**src/logic/clock_manager_defs.svh**
```systemverilog
// constants for the clock manager phase-shift output stage
// assumes a sampling clock of 50 MHz and 256 ticks per source period
`ifndef CLOCK_MANAGER_DEFS_SVH
`define CLOCK_MANAGER_DEFS_SVH
`define CLK_PERIOD_NS 20
`define PERIOD_LAST 8'hFF
`define QUARTER_TICKS 8'h40
`define HALF_TICKS 8'h80
`define THREE_Q_TICKS 8'hC0
`define TICK_ONE 8'h01
`define OFFSET_MAX 9'sh0FF
`define OFFSET_MIN 9'sh101
`define OFFSET_ONE 9'sh001
`define OFFSET_RESET 9'sh000
`define LOCK_PERIODS 3'h4
`define STEP_SRC_MAX 7'h64
`define STEP_PS_MAX 2'h3
`define STATUS_OVERFLOW_BIT 0
`endif

```
**src/logic/clock_manager_pkg.sv**
```systemverilog
// types for the clock manager phase-shift output stage
// assumes the constants header is included by the design file
`default_nettype none
package clock_manager_pkg;
	typedef enum logic [1:0] {
		MODE_NONE = 2'b00,
		MODE_FIXED = 2'b01,
		MODE_VARIABLE = 2'b10
	} phase_mode_t;
	typedef enum logic [1:0] {
		ST_IDLE = 2'b00,
		ST_APPLY = 2'b01,
		ST_EDGE = 2'b10,
		ST_DONE = 2'b11
	} step_state_t;
	typedef struct packed {
		logic three_quarter;
		logic half;
		logic quarter;
		logic deskewed;
	} clock_set_t;
	typedef struct packed {
		logic [6:0] spare;
		logic overflow;
	} status_t;
endpackage : clock_manager_pkg
`default_nettype wire

```
**src/logic/clock_manager_phase_shift.sv**
```systemverilog
// clock manager output stage: deskewed and quadrature clocks with
// fine phase offset, duty correction, lock and overflow status.
// assumes all inputs are synchronous to i_clk, which samples the
// source clock at 256 ticks per source period.
`timescale 1ns/1ps
`default_nettype none
`include "clock_manager_defs.svh"
module clock_manager_phase_shift
	import clock_manager_pkg::*;
#(
	parameter logic signed [8:0] PHASE_OFFSET = `OFFSET_RESET,
	parameter int unsigned TAP_SHIFT = 0,
	parameter logic [2:0] LOCK_PERIODS = `LOCK_PERIODS
) (
	input wire logic i_clk,
	input wire logic i_sys_rst,
	input wire logic i_source_clock_in,
	input wire logic i_feedback_clock_in,
	input wire logic i_phase_step_clock,
	input wire logic i_phase_step_direction,
	input wire logic i_phase_step_request,
	input wire phase_mode_t i_phase_adjust_mode,
	input wire logic i_high_freq_mode,
	input wire logic i_duty_cycle_correction,
	input wire logic i_startup_wait,
	output clock_set_t o_clocks,
	output logic o_lock,
	output logic o_phase_step_done,
	output logic o_config_release,
	output status_t o_status
);
	logic src_d_r, fb_d_r, ps_d_r, up_r;
	logic src_rise, fb_rise, ps_rise, period_ok;
	logic [7:0] tick_r, high_r, high_len_r, phase;
	logic fb_seen_r, lock_r, done_r, ovf_r;
	logic [2:0] lock_cnt_r;
	step_state_t state_r;
	logic signed [8:0] offset_r, applied_r, step_nxt, shift;
	logic sat_hit, variable;
	logic [6:0] lat_src_r;
	logic [1:0] lat_ps_r;

	// edge detection on the sampled clock-like inputs
	always_ff @(posedge i_clk or posedge i_sys_rst) begin
		if (i_sys_rst) begin
			src_d_r <= 1'b0;
			fb_d_r <= 1'b0;
			ps_d_r <= 1'b0;
			up_r <= 1'b0;
		end else begin
			src_d_r <= i_source_clock_in;
			fb_d_r <= i_feedback_clock_in;
			ps_d_r <= i_phase_step_clock;
			up_r <= 1'b1;
		end
	end
	assign src_rise = i_source_clock_in & ~src_d_r;
	assign fb_rise = i_feedback_clock_in & ~fb_d_r;
	assign ps_rise = i_phase_step_clock & ~ps_d_r;
	assign period_ok = src_rise && (tick_r == `PERIOD_LAST);

	// tick position within the source period, realigned on each rising edge
	always_ff @(posedge i_clk or posedge i_sys_rst) begin
		if (i_sys_rst)
			tick_r <= 8'h00;
		else if (src_rise)
			tick_r <= 8'h00;
		else
			tick_r <= tick_r + `TICK_ONE;
	end

	// high time of the source, used when duty correction is off
	always_ff @(posedge i_clk or posedge i_sys_rst) begin
		if (i_sys_rst) begin
			high_r <= 8'h00;
			high_len_r <= `HALF_TICKS;
		end else if (src_rise) begin
			high_len_r <= high_r;
			high_r <= `TICK_ONE;
		end else if (i_source_clock_in && high_r != `PERIOD_LAST) begin
			high_r <= high_r + `TICK_ONE;
		end
	end

	// feedback must show an edge every period; a new edge wins over
	// the per-period clear so it is never lost
	always_ff @(posedge i_clk or posedge i_sys_rst) begin
		if (i_sys_rst)
			fb_seen_r <= 1'b0;
		else if (fb_rise)
			fb_seen_r <= 1'b1;
		else if (src_rise)
			fb_seen_r <= 1'b0;
	end

	// lock after consecutive good periods; any bad period drops it
	always_ff @(posedge i_clk or posedge i_sys_rst) begin
		if (i_sys_rst) begin
			lock_cnt_r <= 3'h0;
			lock_r <= 1'b0;
		end else if (src_rise) begin
			if (period_ok && fb_seen_r) begin
				if (lock_cnt_r != LOCK_PERIODS)
					lock_cnt_r <= lock_cnt_r + 3'h1;
				lock_r <= (lock_cnt_r == LOCK_PERIODS);
			end else begin
				lock_cnt_r <= 3'h0;
				lock_r <= 1'b0;
			end
		end
	end
	assign o_lock = lock_r;

	// configuration completion waits for lock when asked to
	always_ff @(posedge i_clk or posedge i_sys_rst) begin
		if (i_sys_rst)
			o_config_release <= 1'b0;
		else
			o_config_release <= ~i_startup_wait | lock_r;
	end

	// one numerator step in the requested direction
	assign variable = (i_phase_adjust_mode == MODE_VARIABLE);
	assign step_nxt = i_phase_step_direction ? offset_r + `OFFSET_ONE
		: offset_r - `OFFSET_ONE;
	assign sat_hit = i_phase_step_direction ? (offset_r == `OFFSET_MAX)
		: (offset_r == `OFFSET_MIN);

	// step handshake: request is taken on a step-clock edge in idle only, so once per step
	always_ff @(posedge i_clk or posedge i_sys_rst) begin
		if (i_sys_rst) begin
			state_r <= ST_IDLE;
			offset_r <= PHASE_OFFSET;
		end else begin
			case (state_r)
			ST_IDLE: begin
				if (ps_rise && i_phase_step_request && variable) begin
					if (!sat_hit)
						offset_r <= step_nxt;
					state_r <= ST_APPLY;
				end
			end
			ST_APPLY: begin
				if (src_rise)
					state_r <= ST_EDGE;
			end
			ST_EDGE: begin
				if (ps_rise)
					state_r <= ST_DONE;
			end
			default: begin
				if (ps_rise)
					state_r <= ST_IDLE;
			end
			endcase
		end
	end

	// done stands from one step-clock edge to the next
	always_ff @(posedge i_clk or posedge i_sys_rst) begin
		if (i_sys_rst)
			done_r <= 1'b0;
		else if (ps_rise)
			done_r <= (state_r == ST_EDGE);
	end
	assign o_phase_step_done = done_r;

	// overflow is sticky until reset
	always_ff @(posedge i_clk or posedge i_sys_rst) begin
		if (i_sys_rst)
			ovf_r <= 1'b0;
		else if (state_r == ST_IDLE && ps_rise && i_phase_step_request
			&& variable && sat_hit)
			ovf_r <= 1'b1;
	end
	assign o_status = '{spare: 7'h00, overflow: ovf_r};

	// new offset only taken at the period boundary; an output pulse that spans it
	// is cut short or stretched by the change; zero sits at the middle of the line
	always_ff @(posedge i_clk or posedge i_sys_rst) begin
		if (i_sys_rst)
			applied_r <= PHASE_OFFSET;
		else if (src_rise) begin
			if (i_phase_adjust_mode == MODE_NONE)
				applied_r <= `OFFSET_RESET;
			else
				applied_r <= offset_r;
		end
	end

	// realised delay is quantised to the tap size
	assign shift = (applied_r >>> TAP_SHIFT) <<< TAP_SHIFT;
	assign phase = tick_r - shift[7:0];

	// level of a 1x clock at a given phase
	function automatic logic level_at(input logic [7:0] p,
		input logic dcc, input logic [7:0] hi_len);
		level_at = dcc ? (p < `HALF_TICKS) : (p < hi_len);
	endfunction : level_at

	// all four outputs share one phase, so one offset moves them all; quarter and three-quarter are held low in high-frequency mode
	always_ff @(posedge i_clk or posedge i_sys_rst) begin
		if (i_sys_rst)
			o_clocks <= '0;
		else begin
			o_clocks.deskewed <= level_at(phase,
				i_duty_cycle_correction, high_len_r);
			o_clocks.quarter <= ~i_high_freq_mode & level_at(
				phase - `QUARTER_TICKS, i_duty_cycle_correction,
				high_len_r);
			o_clocks.half <= level_at(phase - `HALF_TICKS,
				i_duty_cycle_correction, high_len_r);
			o_clocks.three_quarter <= ~i_high_freq_mode & level_at(
				phase - `THREE_Q_TICKS, i_duty_cycle_correction,
				high_len_r);
		end
	end

	// latency counters watched by the checks below; step-clock edges
	// only count once the source edge has passed, as a fast step clock
	// would otherwise run past its bound while waiting for the source
	always_ff @(posedge i_clk or posedge i_sys_rst) begin
		if (i_sys_rst) begin
			lat_src_r <= 7'h00;
			lat_ps_r <= 2'h0;
		end else if (state_r == ST_IDLE) begin
			lat_src_r <= 7'h00;
			lat_ps_r <= 2'h0;
		end else begin
			if (src_rise && lat_src_r != 7'h7F)
				lat_src_r <= lat_src_r + 7'h01;
			if (ps_rise && state_r != ST_APPLY && lat_ps_r != 2'h3)
				lat_ps_r <= lat_ps_r + 2'h1;
		end
	end
endmodule : clock_manager_phase_shift
`default_nettype wire

```
**config.mk**
```make
export PLATFORM = sky130hd
export DESIGN_NAME = clock_manager_phase_shift
export DESIGN_NICKNAME = d
export VERILOG_FILES = /design/src/logic/clock_manager_pkg.sv /design/src/logic/clock_manager_phase_shift.sv
export VERILOG_INCLUDE_DIRS = /design/src /design/src/logic
export SDC_FILE = /design/constraint.sdc
export NUM_CORES = 1
export LEC_CHECK = 0
export ABC_AREA = 1
export ABC_CLOCK_PERIOD_IN_PS = 5000
export BUFFER_PORTS_ARGS = -buffer_cell sky130_fd_sc_hd__buf_2
export CAP_MARGIN = 15
export CORE_MARGIN = 2
export CORE_UTILIZATION = 65
export CTS_CLUSTER_DIAMETER = 100
export DETAILED_ROUTE_END_ITERATION = 10
export PLACE_DENSITY = 0.91
export SLEW_MARGIN = 20
export SYNTH_ARGS = -nofsm -noshare
export SYNTH_HDL_FRONTEND = slang
export SYNTH_SLANG_ARGS = --single-unit
```
**constraint.sdc**
```tcl
create_clock -name i_clk -period 5 [get_ports i_clk]
set_input_delay 0.5 -clock i_clk [delete_from_list [all_inputs] [get_ports i_clk]]
set_output_delay 0.5 -clock i_clk [all_outputs]
set_load 0.01 [all_outputs]
```
**After elaboration in Yosys (flattened, before gate mapping)**

Index checks and enable logic that the tools add are counted.

- Register bits after elaboration: 58
- Word-level logic and storage cells: 98

- $add $sub $neg: 9
- Order comparisons: 8
- Equal/unequal tests: 13
- Mux-type cells: 20
- Bitwise gates (word level): 12
- Reductions and logical operators: 17

Operators by type and width:

| cell | number |
|---|---|
| $lt 8x8->1 | 4 |
| $lt 8x8->1 const B | 4 |
| $mux 8 | 4 |
| $eq 9x9->1 const B | 2 |
| $add 8x1->8 const B | 2 |
| $sub 8x8->8 const B | 2 |
| $add 9x2->9 const B | 1 |
| $logic_and 1x1->1 | 9 |
| $mux 9 | 1 |
| $sub 9x2->9 const B | 1 |
| $eq 8x8->1 const B | 1 |
| $mux 1 | 8 |
| $mux 2 | 4 |
| $ne 8x8->1 const B | 1 |
| $sub 8x7->8 const B | 1 |
| $sub 8x8->8 | 1 |
| $mux 3 | 2 |
| $ne 2x2->1 const B | 3 |
| $not 1->1 | 6 |
| $pmux 2 s3 | 1 |
| $and 1x1->1 | 5 |
| $eq 2x2->1 const B | 2 |
| $logic_not 2->1 | 2 |
| $reduce_and 4->1 | 1 |
| other kinds (10) | 11 |

**Logic depth before layout (Yosys ltp)**

- Word-level depth: 6
- Depth in mapped cells: 20
- Mapped depth without buffers: 20

**Worst setup path before layout**

Ideal clock, no wire load.

- Path type: flip-flop to flip-flop
- Start point: register tick_r[0]
- End point: register o_clocks[1] (netlist name)
- Arrival: 2.351 ns
- Setup slack: 2.586 ns
- Stages on the path, launching flop included: 19
- Path buffers: 0
- Clock period less this slack: 2.414 ns
- Cells stage by stage: dfrtp_1 inv_1 ha_1 inv_1 fa_1 nand3_1 nand3_1 nand2_1 nand2_1 nand2_1 nand2_1 inv_1 ha_1 a21oi_1 a21boi_0 nand2_1 a21oi_1 nand2_1 inv_1

- Longest elaborated chain between the ends: 5
- Elaborated cells on any way between the ends: 6

Ends and longest elaborated chain:

| element | line | source |
|---|---|---|
| from (decl) | clock_manager_phase_shift.sv:34 | `logic [7:0] tick_r, high_r, high_len_r, phase;` |
| from (signal assigned) | clock_manager_phase_shift.sv:69 | `` tick_r <= tick_r + `TICK_ONE; `` |
| $sub 8x8->8 * | clock_manager_phase_shift.sv:193 | `assign phase = tick_r - shift[7:0];` |
| $sub 8x7->8 (no line) * | - |  |
| $lt 8x8->1 (on tied branches) | - |  |
| $mux 1 * | clock_manager_phase_shift.sv:198 | `` level_at = dcc ? (p < `HALF_TICKS) : (p < hi_len); `` |
| $and 1x1->1 * | clock_manager_phase_shift.sv:208 | `o_clocks.quarter <= ~i_high_freq_mode & level_at(` |
| to (decl) | clock_manager_phase_shift.sv:26 | `output clock_set_t o_clocks,` |

Every way passes the cells marked *; elsewhere a longest branch is shown, timed or not.
A chain may end at the register's enable or synchronous reset.

**Worst setup path in the final report**

- Start point: register tick_r[0]
- End point: register o_clocks[3] (netlist name)

- Longest elaborated chain between the ends: 5
- Elaborated cells on any way between the ends: 6

Ends and longest elaborated chain:

| element | line | source |
|---|---|---|
| $sub 8x8->8 * | clock_manager_phase_shift.sv:193 |  |
| $sub 8x8->8 (no line) * | - |  |
| $lt 8x8->1 (on tied branches) | - |  |
| $mux 1 * | clock_manager_phase_shift.sv:198 |  |
| $and 1x1->1 * | clock_manager_phase_shift.sv:213 | `o_clocks.three_quarter <= ~i_high_freq_mode & level_at(` |

Marked as above.

==> reports/qor.tcl <==
set qor(track_usage_pct) 26.9
set qor(outcome) {complete, but fails checks}
set qor(switching_power_uw) 944
set qor(area.growth.synth_to_final_pct) 9.26
set qor(path_buf_inv) 3
set qor(skew_ns) 0.00803
set qor(swShare_pct) 41.8
set qor(synth-seq-area-share_pct) 40.0
set qor(post_route_cells_drive_above_1_share_pct) 12.0
set qor(layout_commonest_cell) {sky130_fd_sc_hd__nand2_1}
set qor(grt_antenna_before_repair) 0
set qor(clock_latency_ns) 0.34
set qor(cts-root-to-sink-buffers) 2
set qor(peakVddDrop_v) 0.000335
set qor(grt_first_pass_wirelength_um) 12900
set qor(combPwrFrac_pct) 49.6
set qor(yosys_register_bits) 58
set qor(timing.critical_path.fanout_max) 5
set qor(die_height_um) 78.8
set qor(finalHoldViolCount) 0
set qor(num_antenna_cells) 0
set qor(setup_tns_after_final_layout_ns) 0
set qor(cts-htree-levels) 3
set qor(seqPwrFrac_pct) 29.2
set qor(fin_cells) 540
set qor(detailroute.via_count) 2900
set qor(tritoncts.num_buffers) 9
set qor(ys.warnings.count) 0
set qor(totalWireLength_um) 7250
set qor(tightest_slew_ns) 0.832
set qor(drc_errors) 1
set qor(viasPerCell) 5.37
set qor(rows) 27
set qor(critical-path-top-delay-family) {adder cells}
set qor(start_util_pct) 66.8
set qor(cellLeakagePower_nw) 2.07
set qor(share_clk_of_total_power_pct) 21.2
set qor(place.detailed.instances) 525
set qor(grt_setup_unrepaired) {no}
set qor(power.density_mw_per_mm2) 569
set qor(critical-path-slowest-cell) {sky130_fd_sc_hd__dfrtp_1}
set qor(timing.max_slew.rel_slack_pct) 44.4
set qor(critical_path.cell_chain) {inv_1, ha_1, inv_1, fa_1, nand3_1, nand3_1, nand2_1, nand2_1, nand2_1, nand2_1, ha_1, inv_1, nor2_1, a211oi_1, nand3_1, a21oi_1}
set qor(final_nets) 513
set qor(finalMaxSlewViolations) 0
set qor(cts_tree) {done}
set qor(ys_types) 42
set qor(min_period_over_period_pct) 55.4
set qor(max_freq_mhz) 361
set qor(cell_area_after_synthesis_sq_mm) 0.00363
set qor(global_route.overflow_total) 0
set qor(syn_avg_cell_area_sq_um) 8.22
set qor(criticalPathCategory) {flip-flop to flip-flop}
set qor(hp-class) {primary input to flip-flop}
set qor(critPathCaptureType) {flip-flop}
set qor(cts-resized-gates) 0
set qor(leading_cell_types_in_the_layout_fill_and_taps_excluded) {sky130_fd_sc_hd__nand2_1, sky130_fd_sc_hd__inv_1, sky130_fd_sc_hd__dfrtp_1}
set qor(cts.sinks) 58
set qor(postCtsHoldBufs) 0
set qor(post_route_minimum_period_ns) 2.77
set qor(post_synthesis_cell_type_with_the_largest_combined_area) {sky130_fd_sc_hd__dfrtp_1}
set qor(chipWidth_um) 78.8
set qor(arrival_ns) 3.04
set qor(worst_ep_required_time_ns) 5.27
set qor(count_of_pins_on_the_block_boundary) 27
set qor(detail_route.iter0.violations) 179
set qor(critPathLaunchType) {flip-flop}
set qor(cpMostUsedCell) {sky130_fd_sc_hd__nand2_1}
set qor(firstDrtPassIters) 7
set qor(synth_top_area_share_pct) 39.3
set qor(cts.root.buffer_cell) {sky130_fd_sc_hd__clkbuf_8}
set qor(grt_start_max_net_pins) 59
set qor(io_buffers) 19
set qor(critical-path-max-stage-delay_ns) 0.43
set qor(postRouteAntennaNets) 0
set qor(die_area_sq_mm) 0.00620
set qor(internal_power_mw) 1.32
set qor(via_count_of_the_first_global_routing_pass) 2891
set qor(core_sq_mm) 0.00544
set qor(drt-wirelength-per-cell_um) 13.4
set qor(clkSlewWorstSetupHoldPaths_ns) 0.07
set qor(maxCapViolations) 0
set qor(failed_checks) {DRC}
set qor(setup_failing_eps_final) 0
set qor(post-cts-setup-buffers) 0
set qor(synth_top_cells_by_area) {sky130_fd_sc_hd__dfrtp_1, sky130_fd_sc_hd__ha_1, sky130_fd_sc_hd__nand2_1}
set qor(gpl.final_weighted_congestion) 0.873
set qor(hpwl_dp_um) 4960
set qor(synthesis.instances) 442
state kept, by name, summed over array words and instances, names as in the netlist, 2 cells and up:
signal,count
high_len_r,8
offset_r,9
lock_cnt_r,3
tick_r,8
state_r,2
o_clocks,4
applied_r,8
high_r,8
through the flow:
step           setup slack [ns]  instance area [sq um]  hold slack [ns]  total power, mW  util, %
6_report                   2.23                   3970            0.280             2.26     73.0
2_1_floorplan              2.59                   3660            0.410             1.52        -
5_1_grt                    2.05                   3970            0.269             2.47     73.0
3_3_place_gp               2.49                   3750            0.416             1.67     68.9
3_5_place_dp               2.33                   3750            0.426             1.75     68.9
4_1_cts                    2.28                   3970            0.273             2.25     73.0
synth_stat cells:
cell type and count:
sky130_fd_sc_hd__nand3b_1 1, sky130_fd_sc_hd__nand4_2 1, sky130_fd_sc_hd__dfrtp_1 57, sky130_fd_sc_hd__nor2_1 17
sky130_fd_sc_hd__nor3_2 2, sky130_fd_sc_hd__o31ai_1 3, sky130_fd_sc_hd__or2_2 1, sky130_fd_sc_hd__nand4_1 7
sky130_fd_sc_hd__o21a_1 1, sky130_fd_sc_hd__xor2_1 10, sky130_fd_sc_hd__xnor2_1 6, sky130_fd_sc_hd__o211ai_1 1
sky130_fd_sc_hd__buf_6 1, sky130_fd_sc_hd__ha_1 35, sky130_fd_sc_hd__o21bai_1 1, sky130_fd_sc_hd__nand2_2 5
sky130_fd_sc_hd__nand2_4 1, sky130_fd_sc_hd__buf_2 3, sky130_fd_sc_hd__nor2_4 2, sky130_fd_sc_hd__o21ai_0 28
sky130_fd_sc_hd__a41oi_1 1, sky130_fd_sc_hd__inv_1 68, sky130_fd_sc_hd__buf_1 1, sky130_fd_sc_hd__a21o_1 3
sky130_fd_sc_hd__a21oi_1 23, sky130_fd_sc_hd__conb_1 1, sky130_fd_sc_hd__dfstp_2 1, sky130_fd_sc_hd__clkbuf_1 1
sky130_fd_sc_hd__nor2_2 1, sky130_fd_sc_hd__inv_2 3, sky130_fd_sc_hd__a21boi_0 1, sky130_fd_sc_hd__a31oi_1 3
sky130_fd_sc_hd__nand3_2 2, sky130_fd_sc_hd__a21oi_2 1, sky130_fd_sc_hd__nand2_1 92, sky130_fd_sc_hd__o21ai_1 5
sky130_fd_sc_hd__a211oi_1 1, sky130_fd_sc_hd__nor3_1 7, sky130_fd_sc_hd__fa_1 2, sky130_fd_sc_hd__buf_4 9
sky130_fd_sc_hd__nand3_1 32, sky130_fd_sc_hd__o22ai_1 1
kinds of logic (layout without fill, tap and decap cells):
| logic type | count (synthesis) | in the layout | share of synthesized area (%) |
|---|---|---|---|
| AO/OA/AOI/OAI | 73 | 73 | 11.2 |
| XOR/XNOR | 16 | 16 | 3.86 |
| adder cells (fa/ha/maj) | 37 | 37 | 13.2 |
| buffers and inverters | 86 | 106 | 10.1 |
| flip-flops | 58 | 58 | 40.0 |
| other | 1 | 7 | 0.103 |
| AND/OR/NAND/NOR | 171 | 171 | 21.6 |
path summary, 6_finish.rpt:
path                                startpoint                   endpoint  slack (ns)  cells past startpoint
min in group asynchronous            i_sys_rst          src_d_r$_DFF_PP0_        0.35                      3
max in group asynchronous            i_sys_rst  lock_cnt_r[0]$_DFFE_PP0P_        4.18                      3
hold reg to reg               fb_d_r$_DFF_PP0_      fb_seen_r$_DFFE_PP0P_        0.43                      1
hold / removal             i_feedback_clock_in           fb_d_r$_DFF_PP0_        0.28                      1
setup / recovery           tick_r[0]$_DFF_PP0_      o_clocks[3]$_DFF_PP0_        2.23                     16
setup reg to reg           tick_r[0]$_DFF_PP0_      o_clocks[3]$_DFF_PP0_        2.23                     16
final cells by class:
type | instances | area, sq um
well taps | 72 | 90.1
inverters | 71 | 267
clock buffers | 14 | 193
clock inverters | 1 | 30.0
multi-input cells | 304 | 1840
fillers | 387 | 1470
flip-flops and latches | 58 | 1450
repair buffers | 20 | 103
power groups by stage:
stage / registers (mW) / logic (mW) / clock network [mW]
finish: 0.659 / 1.12 / 0.479
global route: 0.672 / 1.29 / 0.502
CTS: 0.658 / 1.11 / 0.482
detailed placement: 0.663 / 1.09 / 0
global placement: 0.656 / 1.01 / 0
floorplan: 0.653 / 0.866 / 0
per-layer routing:
layer | track usage, % | routed length, um | vias up
met5 | 0 | 0 | -
met4 | 13.9 | 132 | 0
met3 | 4.77 | 240 | 12
met2 | 43.8 | 3660 | 65
met1 | 34.6 | 3220 | 1359
li1 | - | - | 1464
(Power assumes the default switching activity.)
